<file path="config.mk">
export PLATFORM = sky130hd
export DESIGN_NAME = shift_move_indirect_exec
export DESIGN_NICKNAME = d
export VERILOG_FILES = /design/src/logic/shift_move_pkg.sv /design/src/logic/shift_move_indirect_exec.sv
export SDC_FILE = /design/constraint.sdc
export NUM_CORES = 1
export LEC_CHECK = 0
export BUFFER_PORTS_ARGS = -buffer_cell sky130_fd_sc_hd__buf_2
export CELL_PAD_IN_SITES_DETAIL_PLACEMENT = 1
export CELL_PAD_IN_SITES_GLOBAL_PLACEMENT = 2
export CORE_ASPECT_RATIO = 0.75
export CORE_MARGIN = 3
export CORE_UTILIZATION = 36
export DETAILED_ROUTE_END_ITERATION = 12
export GPL_ROUTABILITY_DRIVEN = 0
export MAX_ROUTING_LAYER = met4
export PLACE_DENSITY_LB_ADDON = 0.05
export SYNTH_ARGS = -nofsm -noshare
export SYNTH_HDL_FRONTEND = slang
export SYNTH_SLANG_ARGS = --single-unit
</file>
<file path="constraint.sdc">
create_clock -name i_clk -period 5.9 [get_ports i_clk]
set_input_delay 0.295 -clock i_clk [delete_from_list [all_inputs] [get_ports i_clk]]
set_output_delay 0.295 -clock i_clk [all_outputs]
set_load 0.02 [all_outputs]
</file>
<file path="src/logic/shift_move_pkg.sv">
// How it works
// - the right shift result takes source bits 7:1 in its low seven bits and a zero at bit 7.
// - the right shift copies source bit 0 into carry and sets zero from the shifted result.
// - destination select 0 sends the result to the working register, 1 writes the file back.
// - the move-file op copies the file register unchanged to the selected destination.
// - the move-file op sets zero from the moved value, so a self-move works as a zero test.
// - the indirect load puts the addressed location into the working register and sets zero.
// - a one-bit pointer index picks one of the two pointer registers for the indirect load.
// - the pointer mode field codes 00 pre-increment, 01 pre-decrement, 10/11 post inc/dec.
// - pre modes access pointer plus or minus one, and the pointer keeps that new value.
// - post modes access the current pointer value, then step the pointer by one.
// - relative mode accesses pointer plus a signed offset of -32..31, pointer unchanged.
// - a file access to an indirect access port goes to the location held in its pointer.
// - pointers are 16 bits wide and stepping past either end wraps around.
// - pointer steps never touch carry, zero or any other status flag.
`default_nettype none

package shift_move_pkg;

   // ----------------------------------------
   // widths
   // ----------------------------------------
   localparam int DATA_W = 8;
   localparam int PTR_W = 16;
   localparam int FADDR_W = 7;
   localparam int OFS_W = 6;
   localparam int REG_ADDR_W = 3;

   // ----------------------------------------
   // pointer mode field codes
   // ----------------------------------------
   localparam logic [1:0] MODE_PRE_INC = 2'h0;
   localparam logic [1:0] MODE_PRE_DEC = 2'h1;
   localparam logic [1:0] MODE_POST_INC = 2'h2;
   localparam logic [1:0] MODE_POST_DEC = 2'h3;

   // ----------------------------------------
   // file addresses, destinations
   // ----------------------------------------
   localparam logic [FADDR_W-1:0] INDIRECT0_FADDR = 7'h00;
   localparam logic [FADDR_W-1:0] INDIRECT1_FADDR = 7'h01;
   localparam logic DEST_WORK = 1'b0;
   localparam logic DEST_FILE = 1'b1;

   // ----------------------------------------
   // register port map and fields
   // ----------------------------------------
   localparam logic [REG_ADDR_W-1:0] REG_WORK = 3'h0;
   localparam logic [REG_ADDR_W-1:0] REG_STATUS = 3'h1;
   localparam logic [REG_ADDR_W-1:0] REG_PTR0_LO = 3'h2;
   localparam logic [REG_ADDR_W-1:0] REG_PTR0_HI = 3'h3;
   localparam logic [REG_ADDR_W-1:0] REG_PTR1_LO = 3'h4;
   localparam logic [REG_ADDR_W-1:0] REG_PTR1_HI = 3'h5;
   localparam int CARRY_BIT = 0;
   localparam int ZERO_BIT = 2;
   localparam logic [DATA_W-1:0] WORK_RST = 8'h00;
   localparam logic [PTR_W-1:0] PTR_RST = 16'h0000;
   localparam logic [PTR_W-1:0] PTR_ONE = 16'h0001;
   localparam logic [DATA_W-1:0] DATA_ZERO = 8'h00;

   typedef enum logic [1:0] {OP_NONE, OP_SHIFT_RIGHT, OP_MOVE_FILE, OP_INDIRECT_LOAD} op_kind_t;

   typedef struct packed {
      op_kind_t op;
      logic [FADDR_W-1:0] faddr;
      logic dest;
      logic ptr_idx;
      logic [1:0] mode;
      logic relative;
      logic [OFS_W-1:0] offset;
   } instr_t;

   typedef struct packed {
      logic carry;
      logic zero;
   } flags_t;

endpackage

`default_nettype wire

</file>
<file path="src/logic/shift_move_indirect_exec.sv">
`default_nettype none

module shift_move_indirect_exec
(
   input wire logic i_clk,
   input wire logic i_rst_n,
   // ----------------------------------------
   // decoder side
   // ----------------------------------------
   input wire logic i_op_valid,
   input wire shift_move_pkg::instr_t i_op,
   output logic o_op_ready,
   output logic o_done,
   // ----------------------------------------
   // data memory side
   // ----------------------------------------
   output logic [shift_move_pkg::PTR_W-1:0] o_mem_addr,
   output logic o_mem_rd,
   input wire logic [shift_move_pkg::DATA_W-1:0] i_mem_rdata,
   output logic o_mem_wr,
   output logic [shift_move_pkg::DATA_W-1:0] o_mem_wdata,
   // ----------------------------------------
   // core state
   // ----------------------------------------
   output logic [shift_move_pkg::DATA_W-1:0] o_work,
   output shift_move_pkg::flags_t o_flags,
   output logic [shift_move_pkg::PTR_W-1:0] o_ptr0,
   output logic [shift_move_pkg::PTR_W-1:0] o_ptr1,
   // ----------------------------------------
   // register port
   // ----------------------------------------
   input wire logic [shift_move_pkg::REG_ADDR_W-1:0] i_reg_addr,
   input wire logic [shift_move_pkg::DATA_W-1:0] i_reg_wdata,
   input wire logic i_reg_wr,
   input wire logic i_reg_rd,
   output logic [shift_move_pkg::DATA_W-1:0] o_reg_rdata
);

   typedef enum logic [1:0] {ST_IDLE, ST_READ, ST_EXEC} state_t;

   // ----------------------------------------
   // helpers
   // ----------------------------------------
   function automatic logic [shift_move_pkg::PTR_W-1:0] sext_offset(
      input logic [shift_move_pkg::OFS_W-1:0] ofs);
      sext_offset = {{(shift_move_pkg::PTR_W-shift_move_pkg::OFS_W){ofs[shift_move_pkg::OFS_W-1]}},
         ofs};
   endfunction

   // plain 16-bit add wraps by truncation
   function automatic logic [shift_move_pkg::PTR_W-1:0] step_ptr(
      input logic [shift_move_pkg::PTR_W-1:0] ptr,
      input logic down);
      step_ptr = down ? ptr - shift_move_pkg::PTR_ONE : ptr + shift_move_pkg::PTR_ONE;
   endfunction

   function automatic logic is_zero(input logic [shift_move_pkg::DATA_W-1:0] v);
      is_zero = (v == shift_move_pkg::DATA_ZERO);
   endfunction

   function automatic logic [shift_move_pkg::DATA_W-1:0] place_byte(
      input logic [shift_move_pkg::PTR_W-1:0] ptr,
      input logic hi);
      place_byte = hi ? ptr[shift_move_pkg::PTR_W-1:shift_move_pkg::DATA_W]
                      : ptr[shift_move_pkg::DATA_W-1:0];
   endfunction

   // ----------------------------------------
   // state
   // ----------------------------------------
   state_t state_ff, nxt_state;
   shift_move_pkg::instr_t op_ff, nxt_op;
   logic [shift_move_pkg::PTR_W-1:0] addr_ff, nxt_addr;
   logic rd_ff, nxt_rd;
   logic wr_ff, nxt_wr;
   logic [shift_move_pkg::DATA_W-1:0] wdata_ff, nxt_wdata;
   logic [shift_move_pkg::DATA_W-1:0] work_ff, nxt_work;
   logic carry_ff, nxt_carry;
   logic zero_ff, nxt_zero;
   logic [shift_move_pkg::PTR_W-1:0] ptr_ff [2];
   logic [shift_move_pkg::PTR_W-1:0] nxt_ptr [2];
   logic done_ff, nxt_done;
   logic [shift_move_pkg::DATA_W-1:0] rdata_ff, nxt_rdata;

   logic accept;
   logic [shift_move_pkg::PTR_W-1:0] cur_ptr;
   logic [shift_move_pkg::DATA_W-1:0] result;
   logic ptr_hi;
   logic ptr_n;

   assign o_op_ready = (state_ff == ST_IDLE);
   assign accept = i_op_valid && o_op_ready && (i_op.op != shift_move_pkg::OP_NONE);

   // ----------------------------------------
   // next values
   // ----------------------------------------
   always_comb
   begin
      nxt_state = state_ff;
      nxt_op = op_ff;
      nxt_addr = addr_ff;
      nxt_rd = 1'b0;
      nxt_wr = 1'b0;
      nxt_wdata = wdata_ff;
      nxt_work = work_ff;
      nxt_carry = carry_ff;
      nxt_zero = zero_ff;
      nxt_ptr[0] = ptr_ff[0];
      nxt_ptr[1] = ptr_ff[1];
      nxt_done = 1'b0;
      nxt_rdata = shift_move_pkg::DATA_ZERO;
      cur_ptr = ptr_ff[i_op.ptr_idx];
      result = i_mem_rdata;
      ptr_hi = 1'b0;
      ptr_n = 1'b0;

      // software writes first so the execution unit overrides on a clash
      if (i_reg_wr)
      begin
         case (i_reg_addr)
            shift_move_pkg::REG_WORK: nxt_work = i_reg_wdata;
            shift_move_pkg::REG_STATUS:
            begin
               nxt_carry = i_reg_wdata[shift_move_pkg::CARRY_BIT];
               nxt_zero = i_reg_wdata[shift_move_pkg::ZERO_BIT];
            end
            shift_move_pkg::REG_PTR0_LO,
            shift_move_pkg::REG_PTR0_HI,
            shift_move_pkg::REG_PTR1_LO,
            shift_move_pkg::REG_PTR1_HI:
            begin
               ptr_n = (i_reg_addr == shift_move_pkg::REG_PTR1_LO) ||
                       (i_reg_addr == shift_move_pkg::REG_PTR1_HI);
               ptr_hi = (i_reg_addr == shift_move_pkg::REG_PTR0_HI) ||
                        (i_reg_addr == shift_move_pkg::REG_PTR1_HI);
               if (ptr_hi)
               begin
                  nxt_ptr[ptr_n][shift_move_pkg::PTR_W-1:shift_move_pkg::DATA_W] = i_reg_wdata;
               end
               else
               begin
                  nxt_ptr[ptr_n][shift_move_pkg::DATA_W-1:0] = i_reg_wdata;
               end
            end
            default: ;
         endcase
      end

      if (i_reg_rd)
      begin
         case (i_reg_addr)
            shift_move_pkg::REG_WORK: nxt_rdata = work_ff;
            shift_move_pkg::REG_STATUS:
            begin
               nxt_rdata[shift_move_pkg::CARRY_BIT] = carry_ff;
               nxt_rdata[shift_move_pkg::ZERO_BIT] = zero_ff;
            end
            shift_move_pkg::REG_PTR0_LO: nxt_rdata = place_byte(ptr_ff[0], 1'b0);
            shift_move_pkg::REG_PTR0_HI: nxt_rdata = place_byte(ptr_ff[0], 1'b1);
            shift_move_pkg::REG_PTR1_LO: nxt_rdata = place_byte(ptr_ff[1], 1'b0);
            shift_move_pkg::REG_PTR1_HI: nxt_rdata = place_byte(ptr_ff[1], 1'b1);
            default: nxt_rdata = shift_move_pkg::DATA_ZERO;
         endcase
      end

      case (state_ff)
         ST_IDLE:
         begin
            if (accept)
            begin
               nxt_op = i_op;
               nxt_rd = 1'b1;
               nxt_state = ST_READ;
               if (i_op.op == shift_move_pkg::OP_INDIRECT_LOAD)
               begin
                  if (i_op.relative)
                  begin
                     nxt_addr = cur_ptr + sext_offset(i_op.offset);
                  end
                  else
                  begin
                     case (i_op.mode)
                        shift_move_pkg::MODE_PRE_INC,
                        shift_move_pkg::MODE_PRE_DEC:
                        begin
                           nxt_addr = step_ptr(cur_ptr, i_op.mode[0]);
                           nxt_ptr[i_op.ptr_idx] = step_ptr(cur_ptr, i_op.mode[0]);
                        end
                        default:
                        begin
                           nxt_addr = cur_ptr;
                           nxt_ptr[i_op.ptr_idx] = step_ptr(cur_ptr, i_op.mode[0]);
                        end
                     endcase
                  end
               end
               else if (i_op.faddr == shift_move_pkg::INDIRECT0_FADDR)
               begin
                  nxt_addr = ptr_ff[0];
               end
               else if (i_op.faddr == shift_move_pkg::INDIRECT1_FADDR)
               begin
                  nxt_addr = ptr_ff[1];
               end
               else
               begin
                  nxt_addr = {{(shift_move_pkg::PTR_W-shift_move_pkg::FADDR_W){1'b0}}, i_op.faddr};
               end
            end
         end
         ST_READ:
         begin
            // memory returns the byte in the following cycle
            nxt_state = ST_EXEC;
         end
         ST_EXEC:
         begin
            nxt_state = ST_IDLE;
            nxt_done = 1'b1;
            // carry and zero only move here or on a status register write, never on a pointer step
            case (op_ff.op)
               shift_move_pkg::OP_SHIFT_RIGHT:
               begin
                  result = {1'b0, i_mem_rdata[shift_move_pkg::DATA_W-1:1]};
                  nxt_carry = i_mem_rdata[0];
                  nxt_zero = is_zero(result);
               end
               shift_move_pkg::OP_MOVE_FILE:
               begin
                  result = i_mem_rdata;
                  nxt_zero = is_zero(result);
               end
               shift_move_pkg::OP_INDIRECT_LOAD:
               begin
                  result = i_mem_rdata;
                  nxt_zero = is_zero(result);
               end
               default: result = i_mem_rdata;
            endcase
            if (op_ff.op == shift_move_pkg::OP_INDIRECT_LOAD || op_ff.dest == shift_move_pkg::DEST_WORK)
            begin
               nxt_work = result;
            end
            else
            begin
               nxt_wr = 1'b1;
               nxt_wdata = result;
            end
         end
         default: nxt_state = ST_IDLE;
      endcase
   end

   // ----------------------------------------
   // registers
   // ----------------------------------------
   always_ff @(posedge i_clk or negedge i_rst_n)
   begin
      if (!i_rst_n)
      begin
         state_ff <= ST_IDLE;
         op_ff <= '0;
         addr_ff <= shift_move_pkg::PTR_RST;
         rd_ff <= 1'b0;
         wr_ff <= 1'b0;
         wdata_ff <= shift_move_pkg::DATA_ZERO;
         work_ff <= shift_move_pkg::WORK_RST;
         carry_ff <= 1'b0;
         zero_ff <= 1'b0;
         ptr_ff[0] <= shift_move_pkg::PTR_RST;
         ptr_ff[1] <= shift_move_pkg::PTR_RST;
         done_ff <= 1'b0;
         rdata_ff <= shift_move_pkg::DATA_ZERO;
      end
      else
      begin
         state_ff <= nxt_state;
         op_ff <= nxt_op;
         addr_ff <= nxt_addr;
         rd_ff <= nxt_rd;
         wr_ff <= nxt_wr;
         wdata_ff <= nxt_wdata;
         work_ff <= nxt_work;
         carry_ff <= nxt_carry;
         zero_ff <= nxt_zero;
         ptr_ff[0] <= nxt_ptr[0];
         ptr_ff[1] <= nxt_ptr[1];
         done_ff <= nxt_done;
         rdata_ff <= nxt_rdata;
      end
   end

   // ----------------------------------------
   // outputs
   // ----------------------------------------
   assign o_done = done_ff;
   assign o_mem_addr = addr_ff;
   assign o_mem_rd = rd_ff;
   assign o_mem_wr = wr_ff;
   assign o_mem_wdata = wdata_ff;
   assign o_work = work_ff;
   assign o_flags.carry = carry_ff;
   assign o_flags.zero = zero_ff;
   assign o_ptr0 = ptr_ff[0];
   assign o_ptr1 = ptr_ff[1];
   assign o_reg_rdata = rdata_ff;

endmodule // shift_move_indirect_exec

`default_nettype wire

</file>
==> summary.md <==
| Metric | Value |
|---|---|
| Remaining Overflow, GRT | 0 |
| Worst Path Buf+Inv | 1 |
| Worst hold path type | input pin to flip-flop |
| Flop pwr share | 0.287 |
| Worst-path maximum fanout | 5 |
| Avg Vias per Cell | 5.83 |
| Clock share of power | 0.157 |
| Largest net degree at the start of global routing | 69 |
| CTS Sinks | 82 |
| Rel. slew slack | 0.256 |
| LEAKAGE | 3.48 nW |
| Crit path launch | o_ptr1[1]$_DFF_PN0_ |
| Main combinational cell family by area after synthesis | compound AO/OA/AOI/OAI gates |
| Port Buffers | 121 |
| Crit start category | flip-flop |
| Pint | 0.00180 W |
| Post-synthesis mux area share | 0.135 |
| Syn-to-layout area delta | 17.0% |
| Clock Path Buffers | 2 |
| Total Routing Usage GR | 0.257 |
| DRT met1 WL | 11,900 µm |
| Wire per inst | 22.8 µm |
| Largest delay share family, worst path | compound AO/OA/AOI/OAI gates |
| Worst-path clk slew | 70 ps |
| Final Cell Area | between 7000 and 8000 µm² |
| NetSw | 0.00173 W |
| Layout cell share with drive strength beyond 1 | 0.217 |
| Syn avg cell area | between 8 and 9 µm² |
| Yosys cell types | 73 |
| Register area | 2050 µm² |
| Yosys top cell by area | dfrtp_1 |
| Switching share of power | 0.490 |
| Fin crit share | 0.545 |
| Worst-margin pin slew | 1110 ps |
| Post-route DRC | 0 |
| TritonCTS buffer count | 9 |
| Clock skew | between 4 and 5 ps |
| Pre-CTS WS | 2420 ps |
| Combinational share of power | 0.556 |
| Most used flip-flop cell after synthesis | dfrtp_1 |
| Setup TNS | 0 ps |
| Critical Path AT | 3510 ps |
| Die width | 158 µm |
| Yosys warning count | 0 |
| Number of global-route vias before repair | approximately 6k |
| CTS tree | yes |
| Synth area leaders | dfrtp_1, mux2i_1, ha_1 |
| R2R Path Start | o_ptr1[1]$_DFF_PN0_ |
| Estimated wirelength of the detail-placed design | 18,200 µm |
| DRT iter0 DRCs | 406 |
| WP data required | 6190 ps |
| FF+latch count, synth | slightly above 80 |
| Die area | 18,900 µm² |
| CTS HTree Levels | 3 |
| Fin. Hold Viols | 0 |
| Cell Rows | 40 |
| First-pass GRT wire length | 36,400 µm |
| Worst-skew pair later-pin latency | around 350 ps |
| # fillers | 2,008 |
| Initial antenna violation count | 0 |
| Post-synthesis cell area | 6220 µm² |
| Post-route setup slack | 2680 ps |
| Ys async rst share | 1.00 |
| Placed Cells incl. Taps | 1,007 |
| Synth Area in Compound Gates | 0.243 |
| Hold Path Origin | i_op[10] |
| Placed cell area | between 6000 and 7000 µm² |
| Via Count | 5,965 |
| Multi-input gate area | 3920 µm² |
| Fin crit period | 3220 ps |
| Net Count, Synth | 783 |
| Final wirelength | 23,300 µm |
| Count of pins over their slew limit | 0 |
| RSZ-0062 raised after global routing | false |
| Fmax | between 300 and 400 MHz |
| Die height | 120 µm |
| WS Path Type | flip-flop to flip-flop |
| Most frequent cells after synthesis | dfrtp_1, a21oi_1, nand2_1 |
| Synthesized-area fraction occupied by adder cells | 0.0688 |
| PD cells | 486 nW/µm² |
| Slowest CP cell | a311oi_1 |
| Clock Tree Root | clkbuf_16 |
| Core ar. | 16,500 µm² |
| Top layer in use | met4 |
| Outcome | finished, final reports clean |
| Most common cell in the netlist | dfrtp_1 |
| Post-Synth Simple-Gate Area | 0.142 |
| Worst Setup End Kind | flip-flop |
| Non-Filler Instances | ~1k |
| Area share of the largest cell type after synthesis | 0.330 |
| VDD IR max | 0.165 mV |
| Max-Cap Viols | 0 |
| Wire length on met3 | 1030 µm |
| Crit-path cells | mux2i_1, inv_1, fa_1, a211oi_1, o211ai_1, a311oi_1, o21ai_1, o311a_1, a31oi_1, o31a_1 |
| Initial core utilization | 0.378 |
| Pre-antenna DRT Iters | 5 |
| Met2 WL post-DR | 10,300 µm |
| # Post-CTS Setup Buffers | 0 |
| Post-DRT Antenna Nets | 0 |
| Sequential share of the synthesized area | 0.330 |
| EDFF count, synth | 0 |
| Largest stage delay, worst path | 510 ps |
| WHS | ~150 ps |
| Xor-xnor portion of the synthesized cell area | 0.0394 |
| Syn Inst Count | 706 |
| N_diodes | 0 |
| Io pins | 122 |
| Number of nets in the layout | 886 |
| Final setup violating endpoints | 0 |
-- final timing paths --
| path | endpoint | slack, ps | cells past startpoint |
|---|---|---|---|
| min in group asynchronous | o_mem_addr[6]$_DFFE_PN0P_ | 350 | 2 |
| max | o_mem_addr[14]$_DFFE_PN0P_ | 2680 | 10 |
| max in group asynchronous | o_mem_wdata[7]$_DFFE_PN0P_ | 4380 | 3 |
| max reg2reg | o_mem_addr[14]$_DFFE_PN0P_ | 2680 | 10 |
| min reg2reg | state_ff[1]$_DFFE_PN0P_ | 480 | 1 |
| min | op_ff[10]$_DFFE_PN0P_ | 150 | 3 |
-- final cells by class --
type                       instances  area share
clock inverter                     7     0.00757
inverter                          28      0.0145
multi-input combinational        561       0.539
sequential                        82       0.282
tap                              210      0.0361
clock buffer                       9      0.0310
timing repair buffer             127      0.0902
-- state kept, by name (all words and copies together), names as in the netlist, 2 cells and up --
signal       count
o_mem_addr      16
o_mem_wdata      8
o_ptr0          16
o_ptr1          16
o_reg_rdata      8
o_work           8
op_ff            3
state_ff         2
-- power groups by stage --
stage | Combinational, W | Clock, W | Sequential [W]
floorplan | 0.00116 | 0 | 0.00114
global placement | 0.00192 | 0 | 0.00102
detailed placement | 0.00197 | 0 | 0.00102
CTS | 0.00198 | 0.000567 | 0.00101
global route | 0.00216 | 0.000589 | 0.00104
finish | 0.00197 | 0.000554 | 0.00102
-- metrics by stage --
| stage | power (W) | util |
|---|---|---|
| after global placement | 0.00294 | 0.424 |
| after CTS | 0.00356 | 0.442 |
| after detailed placement | 0.00299 | 0.424 |
| final | 0.00354 | 0.442 |
| after floorplan | 0.00230 | - |
| after global routing | 0.00380 | 0.442 |
-- worst min-delay path: cells and delay by family --
family        cells  cell delay [ps]
simple gates      2               90
buf+inv           1               80
-- layer usage --
layer / global-route usage / vias up
li1: - / 2808
met3: 0.0342 / 15
met1: 0.387 / 2987
met5: - / -
met4: 0.0379 / 0
met2: 0.376 / 155
-- logic make-up (layout without fill, tap and decap cells) --
family,Yosys count,after routing
muxes,80,80
DFF,82,82
buffers and inverters,63,171
AOI/OAI and AO/OA,236,236
xor gates and xnor gates,28,28
and+or+nand+nor,184,184
adders and majority gates,33,33
-- what timing repair did --
item	in CTS	in global routing
gates resized for setup	0	0
endpoints found under the setup margin	0	0
hold buffers	1	0
endpoints found under the hold margin	14	0
-- layout by cell type (no fill, tap or decap), drive strengths merged, types with 5 or more instances in the layout --
cell	count
nor3	7
buf	126
o211ai	9
inv	29
mux2	26
nor2b	14
o221ai	7
a22oi	8
ha	31
clkinv	5
nand3	5
dfrtp	82
a211oi	19
xnor2	15
xor2	13
a31oi	6
nand2	69
a21oi	74
nand2b	6
o21ai	58
a21o	13
nor2	45
mux2i	54
nor4	7
and2	6
clkbuf	9
and3	7
Note: power is estimated with default switching activity, not from simulation.
